--- config.mk ---
export PLATFORM = sky130hd
export DESIGN_NAME = dcs_regs_top
export DESIGN_NICKNAME = d
export VERILOG_FILES = /design/src/dcs_pkg.sv /design/src/dcs_ol_filter.sv /design/src/dcs_regs_top.sv /design/src/dcs_serial_port.sv
export SDC_FILE = /design/constraint.sdc
export NUM_CORES = 1
export LEC_CHECK = 0
export BUFFER_PORTS_ARGS = -buffer_cell sky130_fd_sc_hd__buf_2
export CAP_MARGIN = 25
export CORE_MARGIN = 1.5
export CORE_UTILIZATION = 56
export DETAILED_ROUTE_END_ITERATION = 12
export HOLD_SLACK_MARGIN = 0.03
export PLACE_DENSITY = 0.77
export SLEW_MARGIN = 15
export SYNTH_ARGS = -nofsm -noshare
export SYNTH_HDL_FRONTEND = slang
export SYNTH_SLANG_ARGS = --single-unit
--- constraint.sdc ---
create_clock -name i_clk -period 2 [get_ports i_clk]
set_clock_uncertainty 0.15 [all_clocks]
set_input_delay 0.2 -clock i_clk [delete_from_list [all_inputs] [get_ports i_clk]]
set_output_delay 0.2 -clock i_clk [all_outputs]
set_load 0.02 [all_outputs]
--- src/dcs_pkg.sv ---
package dcs_pkg;
    // link framing
    localparam int FRAME_BITS = 16;
    localparam logic [4:0] FRAME_LEN = 5'h10;
    localparam logic [4:0] FRAME_SAT = 5'h11;
    localparam int SEL_BIT = 0;

    // first control word fields
    localparam int W0_RESET = 15;
    localparam int W0_OL_MASK = 14;
    localparam int W0_DUTY = 13;
    localparam int W0_SUPPLY_LATCH = 12;
    localparam int W0_STAGE_LO = 1;

    // second control word fields; bits above the enables hold nothing
    localparam int W1_REC_LO = 6;
    localparam int W1_PWM_LO = 1;
    localparam logic [15:0] W1_KEEP_MASK = 16'h07FE;

    // status word fields, shared by both words
    localparam int S_ALWAYS_ONE = 15;
    localparam int S_OV = 14;
    localparam int S_UV = 13;
    localparam int S_TSD = 12;
    localparam int S_TWARN = 11;
    localparam int S_NRDY = 10;
    localparam int S_UNUSED = 9;
    localparam int S_FLAG_LO = 1;
    localparam int S_NOERR = 0;

    // stages: one-ls, one-hs, two-ls, two-hs, three-ls, three-hs, four-hs, five-hs
    localparam int NSTAGE = 8;
    localparam int HALF_BRIDGES = 3;
    localparam logic [15:0] REG_RESET = 16'h0000;

    // timing, figures in microseconds, counts at the core clock
    localparam int CLK_MHZ = 250;
    localparam int OL_FILTER_TIME_US = 1000;
    localparam int SETTLE_TIME_US = 100;
    localparam int REC_DELAY_TIME_US = 20;
    localparam int OL_FILTER_CYC = OL_FILTER_TIME_US * CLK_MHZ;
    localparam int SETTLE_CYC = SETTLE_TIME_US * CLK_MHZ;
    localparam int REC_DELAY_CYC = REC_DELAY_TIME_US * CLK_MHZ;

    typedef logic [23:0] dcs_cnt_type;

    // output number (0 = first output) that a stage belongs to
    function automatic int stage_output(input int stage);
        case (stage)
            7: stage_output = 4;
            6: stage_output = 3;
            default: stage_output = stage / 2;
        endcase
    endfunction
endpackage

--- src/dcs_ol_filter.sv ---
module dcs_ol_filter #(
    parameter int LIMIT = dcs_pkg::OL_FILTER_CYC
) (
    // clock and reset
    input wire logic i_clk,
    input wire logic i_rstn,
    // stage condition
    input wire logic i_active,
    input wire logic i_below,
    // filtered result
    output logic o_hit
);
    typedef struct packed {
        dcs_pkg::dcs_cnt_type cnt;
        logic hit;
    } dcs_filt_state_type;

    dcs_filt_state_type s;
    dcs_filt_state_type n;
    dcs_pkg::dcs_cnt_type last;

    // any break in the low-current run restarts the count, so glitches never flag
    always_comb begin
        n = s;
        last = dcs_pkg::dcs_cnt_type'(LIMIT - 1);
        n.hit = 1'h0;
        if (i_active && i_below) begin
            n.hit = (s.cnt == last);
            if (s.cnt != last) begin
                n.cnt = s.cnt + 1'h1;
            end
        end else begin
            n.cnt = '0;
        end
    end

    always_ff @(posedge i_clk) begin
        if (!i_rstn) begin
            s <= '0;
        end else begin
            s <= n;
        end
    end

    assign o_hit = s.hit;
endmodule

--- src/dcs_regs_top.sv ---
module dcs_regs_top #(
    parameter int OL_FILTER_CYC = dcs_pkg::OL_FILTER_CYC,
    parameter int SETTLE_CYC = dcs_pkg::SETTLE_CYC,
    parameter int REC_DELAY_CYC = dcs_pkg::REC_DELAY_CYC
) (
    // clock and reset
    input wire logic i_clk,
    input wire logic i_rstn,
    // serial link
    input wire logic i_sclk,
    input wire logic i_chip_select_low_active,
    input wire logic i_sdi,
    output logic o_sdo,
    output logic o_sdo_oe,
    // protection monitors
    input wire logic [dcs_pkg::NSTAGE-1:0] i_overcurrent_event,
    input wire logic [dcs_pkg::NSTAGE-1:0] i_load_below_threshold,
    input wire logic i_supply_overvoltage,
    input wire logic i_supply_undervoltage,
    input wire logic i_thermal_shutdown,
    input wire logic i_temp_warning,
    input wire logic i_standby_exit,
    input wire logic i_pwm,
    // driver stage enables
    output logic [dcs_pkg::NSTAGE-1:0] o_stage_on
);
    typedef struct packed {
        logic [15:0] ctrl0;
        logic [15:0] ctrl1;
        logic [dcs_pkg::NSTAGE-1:0] oc_flag;
        logic [dcs_pkg::NSTAGE-1:0] oc_lock;
        logic [dcs_pkg::NSTAGE-1:0] ol_flag;
        logic [dcs_pkg::NSTAGE-1:0] stage_on;
        logic ov;
        logic uv;
        logic thermal_shutdown_flag;
        logic twarn;
        logic nrdy;
        logic rec_phase;
        dcs_pkg::dcs_cnt_type settle_cnt;
        dcs_pkg::dcs_cnt_type rec_cnt;
    } dcs_top_state_type;

    dcs_top_state_type s;
    dcs_top_state_type n;

    logic frame_valid;
    logic [15:0] frame_word;
    logic [15:0] status0;
    logic [15:0] status1;
    logic no_error;
    logic [dcs_pkg::NSTAGE-1:0] ol_hit;
    logic [dcs_pkg::NSTAGE-1:0] rec_en;
    logic [dcs_pkg::NSTAGE-1:0] pwm_en;
    logic [dcs_pkg::NSTAGE-1:0] want;
    logic clear_all;
    logic rec_tick;
    logic low_duty;
    logic retry;
    logic supply_off;
    logic hold_off;

    // shifter and frame checker
    dcs_serial_port u_port (
        .i_clk(i_clk),
        .i_rstn(i_rstn),
        .i_sclk(i_sclk),
        .i_chip_select_low_active(i_chip_select_low_active),
        .i_sdi(i_sdi),
        .o_sdo(o_sdo),
        .o_sdo_oe(o_sdo_oe),
        .i_status0(status0),
        .i_status1(status1),
        .o_frame_valid(frame_valid),
        .o_frame_word(frame_word)
    );

    // one low-current filter per stage, watching only stages that are driven
    for (genvar g = 0; g < dcs_pkg::NSTAGE; g++) begin : g_ol
        dcs_ol_filter #(
            .LIMIT(OL_FILTER_CYC)
        ) u_filt (
            .i_clk(i_clk),
            .i_rstn(i_rstn),
            .i_active(s.stage_on[g]),
            .i_below(i_load_below_threshold[g]),
            .o_hit(ol_hit[g])
        );
    end

    // status words; supply, thermal and ready flags appear in both
    always_comb begin
        no_error = ~(s.ov | s.uv | s.thermal_shutdown_flag | s.twarn | s.nrdy | (|s.oc_flag)
                   | ((|s.ol_flag) & ~s.ctrl0[dcs_pkg::W0_OL_MASK]));
        status0 = '0;
        status0[dcs_pkg::S_ALWAYS_ONE] = 1'h1;
        status0[dcs_pkg::S_OV] = s.ov;
        status0[dcs_pkg::S_UV] = s.uv;
        status0[dcs_pkg::S_TSD] = s.thermal_shutdown_flag;
        status0[dcs_pkg::S_TWARN] = s.twarn;
        status0[dcs_pkg::S_NRDY] = s.nrdy;
        status0[dcs_pkg::S_NOERR] = no_error;
        status1 = status0;
        status0[dcs_pkg::S_FLAG_LO +: dcs_pkg::NSTAGE] = s.oc_flag;
        status1[dcs_pkg::S_FLAG_LO +: dcs_pkg::NSTAGE] = s.ol_flag;
        status1[dcs_pkg::S_UNUSED] = 1'h0;
    end

    // per-stage enables picked out of the second control word
    always_comb begin
        rec_en = '0;
        pwm_en = '0;
        for (int i = 0; i < dcs_pkg::NSTAGE; i++) begin
            rec_en[i] = s.ctrl1[dcs_pkg::W1_REC_LO + dcs_pkg::stage_output(i)];
            pwm_en[i] = s.ctrl1[dcs_pkg::W1_PWM_LO + dcs_pkg::stage_output(i)];
        end
    end

    // next state: register writes, sticky flags, timers and stage drive
    always_comb begin
        n = s;
        want = '0;
        clear_all = frame_valid && !frame_word[dcs_pkg::SEL_BIT]
                    && frame_word[dcs_pkg::W0_RESET];

        // commit of a checked frame to the register its bit 0 names
        if (frame_valid) begin
            if (frame_word[dcs_pkg::SEL_BIT]) begin
                n.ctrl1 = frame_word & dcs_pkg::W1_KEEP_MASK;
            end else begin
                n.ctrl0 = frame_word;
            end
        end

        // shared retry clock; a fault landing just before a tick retries at once,
        // but only while its enable is set in the registered second control word
        rec_tick = (s.rec_cnt == dcs_pkg::dcs_cnt_type'(REC_DELAY_CYC - 1));
        n.rec_cnt = rec_tick ? '0 : s.rec_cnt + 1'h1;
        if (rec_tick) begin
            n.rec_phase = ~s.rec_phase;
        end
        // the low duty cycle skips every other tick; a hot die forces it
        low_duty = !s.ctrl0[dcs_pkg::W0_DUTY] || s.twarn;
        retry = rec_tick && (!low_duty || s.rec_phase);

        // sticky flags: a new event beats a clear in the same cycle
        n.oc_flag = (clear_all ? '0 : s.oc_flag) | i_overcurrent_event;
        n.oc_lock = ((clear_all ? '0 : s.oc_lock) & ~(retry ? rec_en : '0))
                    | i_overcurrent_event;
        n.ol_flag = (clear_all ? '0 : s.ol_flag) | ol_hit;
        n.ov = (!clear_all && s.ov) || i_supply_overvoltage;
        n.uv = (!clear_all && s.uv) || i_supply_undervoltage;
        n.thermal_shutdown_flag = (!clear_all && s.thermal_shutdown_flag) || i_thermal_shutdown;
        n.twarn = (!clear_all && s.twarn) || i_temp_warning;

        // settle timer after wake; the reset bit does not cut it short
        if (i_standby_exit) begin
            n.nrdy = 1'h1;
            n.settle_cnt = '0;
        end else if (s.nrdy) begin
            if (s.settle_cnt == dcs_pkg::dcs_cnt_type'(SETTLE_CYC - 1)) begin
                n.nrdy = 1'h0;
            end else begin
                n.settle_cnt = s.settle_cnt + 1'h1;
            end
        end

        // supply faults release by themselves unless latching is chosen
        supply_off = i_supply_overvoltage || i_supply_undervoltage
                     || (s.ctrl0[dcs_pkg::W0_SUPPLY_LATCH] && (n.ov || n.uv));
        // the warning flag is left out on purpose
        hold_off = supply_off || n.thermal_shutdown_flag || n.nrdy;

        // stage demand, with pwm gating where enabled
        for (int i = 0; i < dcs_pkg::NSTAGE; i++) begin
            want[i] = s.ctrl0[dcs_pkg::W0_STAGE_LO + i] && !n.oc_lock[i]
                      && (!pwm_en[i] || i_pwm);
        end
        // both sides of a half bridge asked on would short the supply
        for (int p = 0; p < dcs_pkg::HALF_BRIDGES; p++) begin
            if (s.ctrl0[dcs_pkg::W0_STAGE_LO + 2 * p]
                && s.ctrl0[dcs_pkg::W0_STAGE_LO + 2 * p + 1]) begin
                want[2 * p] = 1'h0;
                want[2 * p + 1] = 1'h0;
            end
        end
        n.stage_on = hold_off ? '0 : want;
    end

    // the device counts as freshly woken out of reset
    always_ff @(posedge i_clk) begin
        if (!i_rstn) begin
            s <= '0;
            s.ctrl0 <= dcs_pkg::REG_RESET;
            s.ctrl1 <= dcs_pkg::REG_RESET;
            s.nrdy <= 1'h1;
        end else begin
            s <= n;
        end
    end

    assign o_stage_on = s.stage_on;
endmodule

--- src/dcs_serial_port.sv ---
module dcs_serial_port (
    // clock and reset
    input wire logic i_clk,
    input wire logic i_rstn,
    // serial link pins, sampled on the core clock
    input wire logic i_sclk,
    input wire logic i_chip_select_low_active,
    input wire logic i_sdi,
    output logic o_sdo,
    output logic o_sdo_oe,
    // status words to shift out
    input wire logic [15:0] i_status0,
    input wire logic [15:0] i_status1,
    // received frame
    output logic o_frame_valid,
    output logic [15:0] o_frame_word
);
    typedef struct packed {
        logic sclk_prev;
        logic cs_prev;
        logic [4:0] cnt;
        logic [15:0] shift_in;
        logic [15:0] shift_out;
        logic sdo;
        logic sdo_oe;
        logic fv;
        logic [15:0] fword;
    } dcs_port_state_type;

    dcs_port_state_type s;
    dcs_port_state_type n;

    // lsb first in both directions; out data moves on falling clock edges
    always_comb begin
        n = s;
        n.fv = 1'h0;
        n.sclk_prev = i_sclk;
        n.cs_prev = i_chip_select_low_active;
        if (!i_chip_select_low_active) begin
            n.sdo_oe = 1'h1;
            if (s.cs_prev) begin
                n.cnt = '0;
                n.sdo = i_status0[dcs_pkg::S_NOERR];
            end else if (i_sclk && !s.sclk_prev) begin
                n.shift_in = {i_sdi, s.shift_in[15:1]};
                if (s.cnt == '0) begin
                    n.shift_out = i_sdi ? i_status1 : i_status0;
                end
                if (s.cnt != dcs_pkg::FRAME_SAT) begin
                    n.cnt = s.cnt + 1'h1;
                end
            end else if (!i_sclk && s.sclk_prev && s.cnt != '0) begin
                n.shift_out = {1'h0, s.shift_out[15:1]};
                n.sdo = s.shift_out[1];
            end else if (s.cnt == '0) begin
                n.sdo = i_status0[dcs_pkg::S_NOERR]; // fault poll without clocks
            end
        end else begin
            n.sdo_oe = 1'h0;
            n.sdo = 1'h0;
            // a wrong count drops the frame so stages never switch on garbage
            if (!s.cs_prev && s.cnt == dcs_pkg::FRAME_LEN) begin
                n.fv = 1'h1;
                n.fword = s.shift_in;
            end
        end
    end

    always_ff @(posedge i_clk) begin
        if (!i_rstn) begin
            s <= '0;
            s.cs_prev <= 1'h1;
        end else begin
            s <= n;
        end
    end

    assign o_sdo = s.sdo;
    assign o_sdo_oe = s.sdo_oe;
    assign o_frame_valid = s.fv;
    assign o_frame_word = s.fword;
endmodule
==> Word level (Yosys, flattened, before mapping) <==
Cells that the tools add are included.
{ "classes": {"addsub": 11, "mul": 0, "div_mod_pow": 0, "order_cmp": 0, "eq_ne": 22, "shift": 0, "n_mux": 20, "bitwise_logic": 20, "reduce_logical": 107} }
{ "ops": {"columns": ["op", "n"], "rows": [
  ["$add 24x1->24 const B", 10],
  ["$eq 24x18->1 const B", 8],
  ["$ne 24x18->1 const B", 8],
  ["$mux 16", 3],
  ["$logic_and 1x1->1", 39],
  ["$mux 8", 4],
  ["$reduce_and 2->1", 14],
  ["$eq 24x13->1 const B", 1],
  ["$eq 24x15->1 const B", 1],
  ["$or 8x8->8", 3],
  ["$mux 21", 1],
  ["$logic_not 1->1", 20],
  ["$mux 17", 1],
  ["$logic_or 1x1->1", 16],
  ["$reduce_or 8->1", 2],
  ["$mux 5", 2],
  ["$mux 9", 1],
  ["$reduce_or 3->1", 3],
  ["$and 8x8->8", 1],
  ["$mux 1", 8],
  ["$not 1->1", 8],
  ["$not 8->8", 1],
  ["$reduce_or 2->1", 4],
  ["$or 1x1->1", 6],
  ["other kinds (12)", 15]
]} }
{ "totals": {"regBits": 368, "latch_bits": 0, "mem_bits_rw": 0, "romBits": 0, "in_bits": 27, "wordCells": 222, "n_memories": 0} }

==> Longest topological paths before layout <==
{ "depth": {"ltp_word": 12, "mapped_depth": 9, "depth_no_buf": 7} }

==> Modules after synthesis <==
Synthesis repeated with hierarchy kept, for this count alone.
{ "unflattened": {"hier_cells": 2017, "area_unflattened_um2": 17864.6} }
{ "modules_own_cells": {"columns": ["mod", "instances", "cells_per_inst", "area_each_um2", "seq_area_each_um2"], "rows": [
  ["dcs_ol_filter", 8, 150, 1305.0, 500.5],
  ["dcs_regs_top", 1, 520, 4568.1, 2142.1],
  ["dcs_serial_port", 1, 297, 2856.5, 1141.1]
]} }

==> Worst setup path before layout <==
Ideal clock, no wire load.
{ "synth_path": {"path_kind": "flip-flop to flip-flop", "startpoint": "register u_port.s[51] in the netlist's numbering", "endpoint": "register u_port.s[24] in the netlist's numbering", "setup_time_ns": 0.070, "arrival_ns": 1.896, "t_required_ns": 1.780, "setup_slack_ns": -0.117, "stages_incl_launch_ff": 10, "period_less_slack_ns": 2.117, "path_cell_list": "dfxtp_1 -> inv_1 -> ha_1 -> nor4b_1 -> or2_2 -> buf_2 -> a21boi_2 -> buf_4 -> o211ai_1 -> a21oi_1"} }
{ "synth_between": {"elab_chain_cells": 4, "elab_cells_between_ends": 6, "cone_classes": "eq/ne (1); reduce/logical (5)"} }
{ "synth_rtl": {"columns": ["element", "line", "rtl"], "rows": [
  ["start, declared", "dcs_serial_port.sv:30", "dcs_port_state_type s;"],
  ["start signal, assigned", "dcs_serial_port.sv:74", "s <= n;"],
  ["$reduce_bool 5->1", "dcs_serial_port.sv:52", "end else if (!i_sclk && s.sclk_prev && s.cnt != '0) begin"],
  ["$logic_and 1x1->1", "dcs_serial_port.sv:52", null],
  ["$reduce_bool 2->1 (no source line)", null, null],
  ["$reduce_and 4->1 (no source line) (*)", null, null]
]} }
Mark *: on every way between the ends. The rest lies on a longest branch, timed or not.
A chain may end at the register's enable or synchronous reset.

==> Final worst setup path <==
{ "layout_path": {"startpoint": "register s[18] in the netlist's numbering", "endpoint": "register s, in the netlist o_stage_on[0]"} }
{ "layout_between": {"elab_chain_cells": 9} }
{ "layout_rtl": {"columns": ["element", "line", "rtl"], "rows": [
  ["start, declared", "dcs_regs_top.sv:44", "dcs_top_state_type s;"],
  ["start signal, assigned", "dcs_regs_top.sv:198", "s <= n;"],
  ["$eq 24x13->1", "dcs_regs_top.sv:137", "rec_tick = (s.rec_cnt == dcs_pkg::dcs_cnt_type'(REC_DELAY_CYC - 1));"],
  ["$logic_and 1x1->1", "dcs_regs_top.sv:144", "retry = rec_tick && (!low_duty || s.rec_phase);"],
  ["$mux 8", "dcs_regs_top.sv:148", "n.oc_lock = ((clear_all ? '0 : s.oc_lock) & ~(retry ? rec_en : '0))"],
  ["$not 8->8", "dcs_regs_top.sv:148", null],
  ["$and 8x8->8", "dcs_regs_top.sv:148", null],
  ["$or 8x8->8", "dcs_regs_top.sv:149", "| i_overcurrent_event;"],
  ["$logic_not 1->1", "dcs_regs_top.sv:176", "want[i] = s.ctrl0[dcs_pkg::W0_STAGE_LO + i] && !n.oc_lock[i]"],
  ["$logic_and 1x1->1", "dcs_regs_top.sv:176", null],
  ["$logic_and 1x1->1", "dcs_regs_top.sv:177", "&& (!pwm_en[i] || i_pwm);"]
]} }
Every way passes these cells.

==> metrics.cfg <==
[clocking]
htreeDepth=2
cts_sinks=363
clock_path_buffers=3
clk_transition_reported_paths_ps=60
tritoncts=yes
numCtsBuffers=38
worstSkewPairLatency_ps=530
root_buffer=clkbuf_16

[synthesis]
synth_top_cell_area_share=0.467
yosys.area.top_type=dfxtp_1
synth.cell_area_mm2=0.0156
ys_ff_latch=363
syn_avg_cell_area_um2=8.58
ys_types=56
ys.flop_type=dfxtp_1
synth_edf_count=0
synth_xor_area_frac=0.107
synth_mux_area_frac=0.0206
synthTopCellsByArea=dfxtp_1 (47%), nor2_1 (7.0%), xor2_1 (6.1%), xnor2_1 (4.6%), nand2_1 (4.4%)
yosys_warnings=0
syn_inst=1816
synth_top_family_by_area=simple AND/OR/NAND/NOR gates
syn_nets=1856
synth_compound_area_frac=0.0749
synth-async-reset-ratio=0
synth-simple-area-share=0.290
yosysSeqAreaShare=0.467
synth_fa_ha_area_frac=0.0111

[worst_setup_path]
cp.arrival_ps=2410
worstSetupPathType=register to register
crit_fanout=6
slowest_delay_ps=540
start_kind=register
end_kind=register
r2r_cells=6
path_cells=or4_4 > nor4_4 > buf_4 > nand3_4 > a31o_1 > nor4b_2
reg2reg_from=s[18]
critPathRequiredTime_ps=2270
slowest_stage=or4_4
reg2reg_to=o_stage_on[0]
rrSetupSlack_ps=-140

[power_and_ir_drop]
netSwitchingFraction=0.212
p_clk_frac=0.476
power.switching_mw=3.09
ir_drop_uv=868
power_density_mw_per_mm2=792
p_int_mw=11.5
leakage_nw=6.42
pwr-share-seq=0.502
combPwrFrac=0.022

[sta]
final-hold-violation-count=0
slew_violations=0
fmax_ghz=0.468
rsz0062_at_grt=yes
period_needed_ps=2140
fin_tns_setup_ps=-316
slew_headroom=0.596
finalSetupViolCount=7
setup_ws_ps=-138
post-route-period-util=1.07
tightestPinTransition_ps=605

[worst_hold_path]
hold_class=primary input to register
min_from=i_rstn
min_to=u_port.s[56]
holdPathStages=3

[floorplan]
die_y_um=170
initial_core_util=0.575
ioPinCount=37
core-area_mm2=0.0271
die_width_um=170
rows=60
dieArea_mm2=0.0288

[global_routing]
grt_pass1_vias=12300
grt_pass1_wl_mm=55.9
grt_overflow=0
antenna_found_initial=0
grt_max_degree=68
track_usage=0.230

[placed_design]
io_buffers=36
dpl.hpwl_mm=22.1
place_inst=2244
place_congestion=0.841
postPlaceCellArea_mm2=0.0167

[layout]
drive_gt1_frac=0.132
stdcell_count=2347
fillers=2128
multiInputGateArea_mm2=0.00802
layout_common_cells=dfxtp_1 (357), nor2_1 (289), nand2_1 (181), xor2_1 (109), a21oi_1 (107)
seqCellArea_mm2=0.00727
layout_commonest_cell=dfxtp_1
final_cell_area_mm2=0.0184
area_growth_pct=18.1
nets=1985
n_antenna_cell=0

[route]
avgViaCountPerCell=5.51
ant_nets=0
dr.first_iter.drc_count=875
wl_mm=33.4
wl_per_cell_um=14.2
num_vias=12900
dr.pass1.iters=5
drc=0

[run]
cap_viol_max_count=0

[outcome]
status=complete, but fails checks
failed_checks=negative setup slack

-- stage by stage --
stage               power [mW]  hold slack, ps  utilization  worst slack, ps
finish                    14.6            71.1        0.679             -138
global route              15.0            84.1        0.679             -209
CTS                       14.7            52.9        0.671            -77.4
detailed placement        7.74             288        0.615            -75.2
global placement          7.73             273        0.615            -49.9
floorplan                 7.63             121            -             1.79
-- area by class of cell --
cell class | instances | share of cell area
Inverter | 41 | 0.00836
Multi-Input combinational cell | 1340 | 0.436
Tap cell | 372 | 0.0253
Timing Repair Buffer | 161 | 0.0665
Sequential cell | 363 | 0.395
Clock inverter | 16 | 0.00741
Clock buffer | 54 | 0.0609
-- synth_stat cells (all sizes together) (28+ instances only) --
master,number
dfxtp,363
nor2,289
nand2,183
xor2,109
a21oi,108
nand3,93
xnor2,81
nand4,71
nor3,56
clkbuf,55
o21ai,47
nor4,46
inv,41
and3,39
or3,36
mux2i,32
and4,28
-- power groups by stage --
stage	combinational, mW	clock (mW)	sequential (mW)
global route	0.345	7.38	7.31
floorplan	0.167	0	7.46
global placement	0.262	0	7.47
detailed placement	0.270	0	7.47
finish	0.320	6.94	7.31
CTS	0.313	7.06	7.31
-- worst max-delay path: cells and delay by family, from the launching register on --
kind	cells	cell delay, ps
AO/OA/AOI/OAI	1	240
buffers and inverters	1	170
flip-flops	1	310
AND/OR/NAND/NOR	4	1160
-- how the worst max path moves through the flow --
stage	start	cells after the start	slack [ps]	to
2_1_floorplan	u_port.s[51]	9	2	u_port.s[28]
5_1_grt	s[18]	6	-210	o_stage_on[0]
6_report	s[18]	6	-140	o_stage_on[0]
3_5_place_dp	s[18]	6	-80	o_stage_on[0]
3_3_place_gp	s[18]	6	-50	o_stage_on[2]
4_1_cts	s[18]	6	-80	o_stage_on[2]
-- timing repair --
item | in CTS | in global routing
pin swaps | 4 | 21
hold buffers | 24 | 0
gates resized for setup | 5 | 34
endpoints found under the setup margin | 11 | 83
buffers inserted | 1 | 8
hold endpoints to repair | 87 | 0
-- routing by layer --
layer	up-vias	wire [um]	track usage
met3	51	1280	0.0385
met2	216	16600	0.403
met1	6116	14900	0.288
met5	-	0	0
met4	0	661	0.0700
li1	6546	-	-
-- cell families after synthesis --
family,after synthesis
xor gates and xnor gates,190
adders and majority gates,14
buffers and inverters,113
and+or+nand+nor,903
muxes,32
AOI/OAI and AO/OA,201
DFF,363
-- sequential cells by signal, summed over array words and instances (netlist names) --
register,count
g_ol.u_filt.o_hit,8
o_stage_on,8
u_port.o_frame_word,15
u_port.o_sdo_oe,1
u_port.s,38
u_port.o_frame_valid,1
g_ol.u_filt.s,192
s,99
u_port.o_sdo,1
(Power assumes the default switching activity.)
